`src/design/adm_pkg.sv`:
```
// Package with widths, mode codes and reset values for the converter output path.
package adm_pkg;
   localparam int           SAMPLE_W      = 8;
   localparam logic [7:0]   CODE_RESET    = 8'h00;
   localparam logic [1:0]   PAIR_LAST     = 2'h1;
   localparam logic [1:0]   DECIM_LAST    = 2'h3;
   localparam logic [1:0]   PHASE_RESET   = 2'h0;
   typedef enum logic [1:0]
   {
      ADM_SINGLE   = 2'b00,
      ADM_PAIRED   = 2'b01,
      ADM_DECIMATE = 2'b11
   } adm_mode_t;
endpackage

```
`src/design/adm_mode_decode.sv`:
```
// Mode decoder: turns the two static mode pins into the output path mode.
module adm_mode_decode
(
   input  wire logic             demuxOn,
   input  wire logic             rateSelect,
   output adm_pkg::adm_mode_t    mode
);
   always_comb
   begin
      if (!demuxOn)
      begin
         mode = adm_pkg::ADM_SINGLE;
      end
      else if (rateSelect)
      begin
         mode = adm_pkg::ADM_DECIMATE;
      end
      else
      begin
         mode = adm_pkg::ADM_PAIRED;
      end
   end
endmodule

```
`src/design/adc_output_demux_overrange.sv`:
```
// Output demultiplexer with data-ready clock and shared overrange flag.
// Function
// - Samples are unsigned offset binary codes.
// - Demux on high enables the demultiplexer.
// - Rate select picks paired or decimate mode.
// - Primary port: eight true/complement bits, LSB first.
// - Secondary port ordered and paired the same.
// - Data changes on data-ready rising edge.
// - Single mode: secondary repeats primary one sample later.
// - Secondary powered down drives both lines high.
// - Paired mode outputs two samples per edge.
// - Paired: secondary older, primary newer sample.
// - Decimate drops every second sample, quarter rate.
// - One differential overrange flag for both ports.
// - Paired/decimate: flag if either port overranged.
// - Single mode: flag follows primary port only.
module adc_output_demux_overrange
#(
   parameter int W = adm_pkg::SAMPLE_W
)
(
   input  wire logic           sys_clk,
   input  wire logic           sys_rst,
   input  wire logic           sampleClock,
   input  wire logic [W-1:0]   sampleCode,
   input  wire logic           sampleOver,
   input  wire logic           demuxOn,
   input  wire logic           rateSelect,
   input  wire logic           secondaryPowerA,
   input  wire logic           secondaryPowerB,
   output logic      [W-1:0]   primaryWordP,
   output logic      [W-1:0]   primaryWordN,
   output logic      [W-1:0]   secondaryWordP,
   output logic      [W-1:0]   secondaryWordN,
   output logic                wordStrobeClockP,
   output logic                wordStrobeClockN,
   output logic                overFlagP,
   output logic                overFlagN
);
   typedef struct packed
   {
      logic [2:0]   clkSync;
      logic [1:0]   pwrA;
      logic [1:0]   pwrB;
      logic [1:0]   demuxSync;
      logic [1:0]   rateSync;
      logic [W-1:0] codeSyncA;
      logic [W-1:0] codeSyncB;
      logic [1:0]   overSync;
      logic [W-1:0] prevCode;
      logic         prevOver;
      logic [W-1:0] keepCode;
      logic         keepOver;
      logic [W-1:0] primary;
      logic [W-1:0] secondary;
      logic         primOver;
      logic         secOver;
      logic         over;
      logic         strobe;
      logic [1:0]   phase;
   } adm_state_t;

   adm_state_t          q;
   adm_state_t          d;
   adm_pkg::adm_mode_t  mode;
   logic                sampleEdge;
   logic                sampleFall;
   logic                secondaryOn;
   logic [W-1:0]        heldCode;
   logic                heldOver;
   logic                pairSend;
   logic                decimSend;
   logic                decimKeep;

   adm_mode_decode u_mode
   (
      .demuxOn    (q.demuxSync[1]),
      .rateSelect (q.rateSync[1]),
      .mode       (mode)
   );

   // Every pin from the converter core and the board crosses into sys_clk
   // through two flip-flops; bit 0 of each synchroniser only feeds bit 1. Code
   // and flag travel through the same depth as the sampling clock, so the word
   // in the second stage when an edge is found is the one launched with it.
   assign heldCode    = q.codeSyncB;
   assign heldOver    = q.overSync[1];
   assign sampleEdge  = q.clkSync[1] & ~q.clkSync[2];
   assign sampleFall  = q.clkSync[2] & ~q.clkSync[1];
   // The secondary drivers are off only when both power pins are low.
   assign secondaryOn = q.pwrA[1] | q.pwrB[1];

   // Position of the current sample inside a paired or decimated group.
   assign pairSend    = q.phase[0] == adm_pkg::PAIR_LAST[0];
   assign decimSend   = q.phase == adm_pkg::DECIM_LAST - 2'h1;
   assign decimKeep   = q.phase == adm_pkg::PHASE_RESET;

   // There is no demux reset input: the phase counter restarts only with
   // sys_rst or, on every sample, in single mode, so a mode change in mid-stream
   // may pair samples from either side of it, and two blocks cannot be aligned
   // except by a common reset or a common return from single mode.
   always_comb
   begin
      d            = q;
      d.clkSync    = {q.clkSync[1:0], sampleClock};
      d.pwrA       = {q.pwrA[0], secondaryPowerA};
      d.pwrB       = {q.pwrB[0], secondaryPowerB};
      d.demuxSync  = {q.demuxSync[0], demuxOn};
      d.rateSync   = {q.rateSync[0], rateSelect};
      d.codeSyncA  = sampleCode;
      d.codeSyncB  = q.codeSyncA;
      d.overSync   = {q.overSync[0], sampleOver};
      if (sampleEdge)
      begin
         d.prevCode = heldCode;
         d.prevOver = heldOver;
         d.phase    = q.phase + 2'h1;
         unique case (mode)
            adm_pkg::ADM_SINGLE:
            begin
               // Every sample reaches the primary port; the secondary port
               // shows the word that the primary port held one sample earlier.
               d.primary   = heldCode;
               d.primOver  = heldOver;
               d.secondary = q.primary;
               d.secOver   = q.primOver;
               d.over      = heldOver;
               d.strobe    = 1'b1;
               d.phase     = adm_pkg::PHASE_RESET;
            end
            adm_pkg::ADM_PAIRED:
            begin
               // The first sample of a pair waits in prevCode; the second one
               // completes the word, so both ports move on one strobe edge.
               if (pairSend)
               begin
                  d.primary   = heldCode;
                  d.secondary = q.prevCode;
                  d.primOver  = heldOver;
                  d.secOver   = q.prevOver;
                  d.over      = heldOver | q.prevOver;
                  d.strobe    = 1'b1;
               end
               else
               begin
                  d.strobe    = 1'b0;
               end
            end
            adm_pkg::ADM_DECIMATE:
            begin
               // Phases 1 and 3 are dropped. Phase 0 is parked in keepCode, so
               // the secondary port itself only moves together with the
               // primary port, on the rising edge of the strobe.
               if (decimSend)
               begin
                  d.primary   = heldCode;
                  d.secondary = q.keepCode;
                  d.primOver  = heldOver;
                  d.secOver   = q.keepOver;
                  d.over      = heldOver | q.keepOver;
                  d.strobe    = 1'b1;
               end
               else if (decimKeep)
               begin
                  d.keepCode  = heldCode;
                  d.keepOver  = heldOver;
                  d.strobe    = 1'b0;
               end
               else
               begin
                  // A dropped sample leaves the strobe where it is.
                  d.strobe    = q.strobe;
               end
            end
            default:
            begin
               d.strobe = 1'b0;
            end
         endcase
      end
      else if (sampleFall && mode == adm_pkg::ADM_SINGLE)
      begin
         // In single-port mode the strobe is low for the second half of each
         // sampling period, so that it can rise again with the next sample.
         d.strobe = 1'b0;
      end
   end

   always_ff @(posedge sys_clk or posedge sys_rst)
   begin
      if (sys_rst)
      begin
         q <= '0;
      end
      else
      begin
         q <= d;
      end
   end

   // Each bit is a true/complement pair driven from one flip-flop, so the two
   // lines of a powered pair can never disagree. A powered-down secondary port pulls
   // both of its lines high, as an idle driver without bias current would.
   for (genvar i = 0; i < W; i++)
   begin : g_pair
      assign primaryWordP[i]   = q.primary[i];
      assign primaryWordN[i]   = ~q.primary[i];
      assign secondaryWordP[i] = secondaryOn ? q.secondary[i] : 1'b1;
      assign secondaryWordN[i] = secondaryOn ? ~q.secondary[i] : 1'b1;
   end

   // The strobe is a plain level from a flip-flop; receivers treat its rising
   // edge as the moment at which both ports and the flag are valid together.
   always_comb
   begin
      wordStrobeClockP = q.strobe;
      wordStrobeClockN = ~q.strobe;
      overFlagP        = q.over;
      overFlagN        = ~q.over;
   end
endmodule

```
`config.mk`:
```
export PLATFORM = sky130hd
export DESIGN_NAME = adc_output_demux_overrange
export DESIGN_NICKNAME = d
export VERILOG_FILES = /design/src/design/adm_pkg.sv /design/src/design/adm_mode_decode.sv /design/src/design/adc_output_demux_overrange.sv
export SDC_FILE = /design/constraint.sdc
export NUM_CORES = 1
export LEC_CHECK = 0
export ABC_AREA = 1
export BUFFER_PORTS_ARGS = -buffer_cell sky130_fd_sc_hd__buf_2
export CORE_MARGIN = 4
export CORE_UTILIZATION = 35
export DETAILED_ROUTE_END_ITERATION = 8
export MAX_ROUTING_LAYER = met4
export SLEW_MARGIN = 25
export SYNTH_ARGS = -nofsm -noshare
export SYNTH_HDL_FRONTEND = slang
export SYNTH_HIERARCHICAL = 1
export SYNTH_SLANG_ARGS = --single-unit
```
`constraint.sdc`:
```
create_clock -name sys_clk -period 2.7 [get_ports sys_clk]
set_clock_uncertainty 0.2 [all_clocks]
set_input_delay 0.54 -clock sys_clk [delete_from_list [all_inputs] [get_ports sys_clk]]
set_output_delay 0.54 -clock sys_clk [all_outputs]
set_load 0.02 [all_outputs]
```
==> impl_results.md <==
* Hold Slack at 0.0136 ns
* Worst Setup Start Kind: flop
* Inserted Clock Buffers at 9
* Yosys warnings at 6
* Die height at 95.8 µm
* Layout Cells excl Fill at 435
* GRT Total Usage at 12.6%
* Vias per cell at 4.23
* Routed WL per cell at 11.3 µm
* Synthesized area at 2700 µm²
* Clock Latency Late Sink at 0.34 ns
* Max-slew headroom at 63.9%
* Fmax at 477 MHz
* Max cap viols at 0
* Root Driver: clkbuf_8
* Setup Fix Bufs, Post-CTS at 0
* TNS Setup at 0 ns
* Fin. Hold Viols at 0
* Number of port buffers at 51
* Post-synth cell types at 21
* Largest net degree at the start of global routing at 47
* Sw Pwr at 0.860 mW
* Unrepaired setup endpoints after global routing: no
* Die Wd at 95.8 µm
* Iteration-0 DRC Markers at 102
* IR drop worst, VDD at 431 µV
* # hold bufs at CTS at 0
* Die area at 9180 µm²
* Status: finished clean
* Remaining DRCs at 0
* Clk buf depth at 2
* Worst Hold Class: primary input to asynchronous set/reset pin
* Initial antenna violation count at 0
* Worst EP required at 1.96 ns
* Design area at 3180 µm²
* DP Wirelength at 3370 µm
* Syn nets at 301
* Crit path DAT at 1.35 ns
* Final period utilization at 77.6%
* Leak at 1.67 nW
* Clk pin slew, worst setup/hold paths at 0.07 ns
* Internal Pwr Total at 1.79 mW
* Total power at 2.65 mW
* Crit-path max FO at 16
* Via count at 1841
* Post-Place Setup Slack at 0.865 ns
* # rows at 31
* Congestion Overflow GR at 0
* Setup CP Type: flop to output port
* Crit end category: output port
* Seq pwr share at 47.6%
* Number of synthesized register bits at 67
* CTS H-tree lvls at 3
* Final Core Density at 43.2%
* Pre-antenna DRT Iters at 4
* Clock Power Share at 30.1%
* Pwr per Cell Area at 833 nW/µm²
* Number of global-route vias before repair at 1758
* Post-CTS sizing at 0
* DP Cell Count at 419
* CTS tree: yes
* Post-Syn Area per Cell at 9.54 µm²
* Core area at 7370 µm²
* Slew Limit Fails at 0
* Placed inst area at 2990 µm²
* Slew at the pin closest to its max-slew limit at 0.540 ns
* Antenna diodes at 0
* Gpl congestion at 0.782
* Setup-failing EPs final at 0
* Clock tree sinks at 67
* Post-route setup slack at 0.606 ns
* Combinational Power Share at 22.3%
* Cell count after synthesis at 283
* Initial Utilization at 36.6%
* Detail Route Antenna Nets at 0
* Tmin final at 2.09 ns
* Top-Level Pins at 52
* Share of post-route cells with drive strength above 1 at 27.4%
* Commonest non-fill, non-tap cells in the layout: nand2_1 (107), dfrtp_1 (67), buf_2 (51)
* Post-Route WL at 4910 µm
* Switching share of power at 32.4%
* Fin nets at 349
* P&R area growth vs syn at 17.8%
* Global-route wire length before repair at 8450 µm
* Commonest non-fill, non-tap cell in the layout: nand2_1
* Seq/Total Area, Yosys at 62.1%
[state kept, by name (all words and copies together) (netlist names)]
| register | count |
|---|---|
| q | 32 |
| d | 15 |
| heldCode | 8 |
| primaryWordP | 8 |
| heldOver | 1 |
| overFlagP | 1 |
| pairSend | 1 |
| wordStrobeClockP | 1 |
[cell usage after synthesis (all sizes together)]
master	n	share of area (%)
nand2	110	16
dfrtp	67	62
inv	38	5.3
o21ai	28	6.4
buf	13	3.9
nand3	12	2.4
nor2	9	2.5
clkbuf	3	0.46
ha	2	0.93
or2	1	0.23
[worst max-delay path: stages, from the launching register on]
cell	delay, ns
dfrtp_1	0.36
or2_2	0.41
nand2_1	0.09
buf_2	0.16
[final timing paths]
path / startpoint / to / slack [ns] / cells past startpoint
worst max-delay path: q[63] / secondaryWordP[7] / 0.61 / 3
worst min-delay path: sys_rst / d[44] / 0.01 / 2
worst max register to register: pairSend / primaryWordP[2] / 0.82 / 8
worst min register to register: d[49] / heldCode[7] / 0.15 / 0
max in group asynchronous: sys_rst / q[33] / 1.68 / 3
min in group sys_clk: secondaryPowerB / d[63] / 0.10 / 1
[cell type report]
| cell class | count | area [µm²] |
|---|---|---|
| Clock inverter | 7 | 68.8 |
| Tap cell | 99 | 124 |
| Sequential cell | 67 | 1680 |
| Fill cell | 754 | 4190 |
| Multi-Input combinational cell | 162 | 762 |
| Inverter | 38 | 143 |
| Timing Repair Buffer | 53 | 283 |
| Clock buffer | 9 | 124 |
[kinds of logic (layout without fill, tap and decap cells)]
group,after synthesis,after routing,synth area share [%]
AND/OR/NAND/NOR,132,132,20.9
flip-flops,67,67,62.1
buffers and inverters,54,107,9.68
AO/OA/AOI/OAI,28,28,6.44
adder cells (fa/ha/maj),2,2,0.927
[power by group through the flow]
stage                     Clock, mW  Combinational, mW  Sequential (mW)
after CTS                     0.829              0.602             1.26
after floorplan                   0              0.462             1.26
final                         0.798              0.592             1.26
after detailed placement          0              0.599             1.28
after global routing          0.881              0.667             1.28
after global placement            0              0.592             1.28
[per-layer routing]
metal	up-vias	track usage, %	part of all wire [%]
met5	-	-	0
met4	0	6.04	1.4
met3	8	4.38	6.9
met2	64	16.9	43
met1	815	17.0	48
li1	954	-	-
No activity file was read; power rests on OpenSTA's default activity.
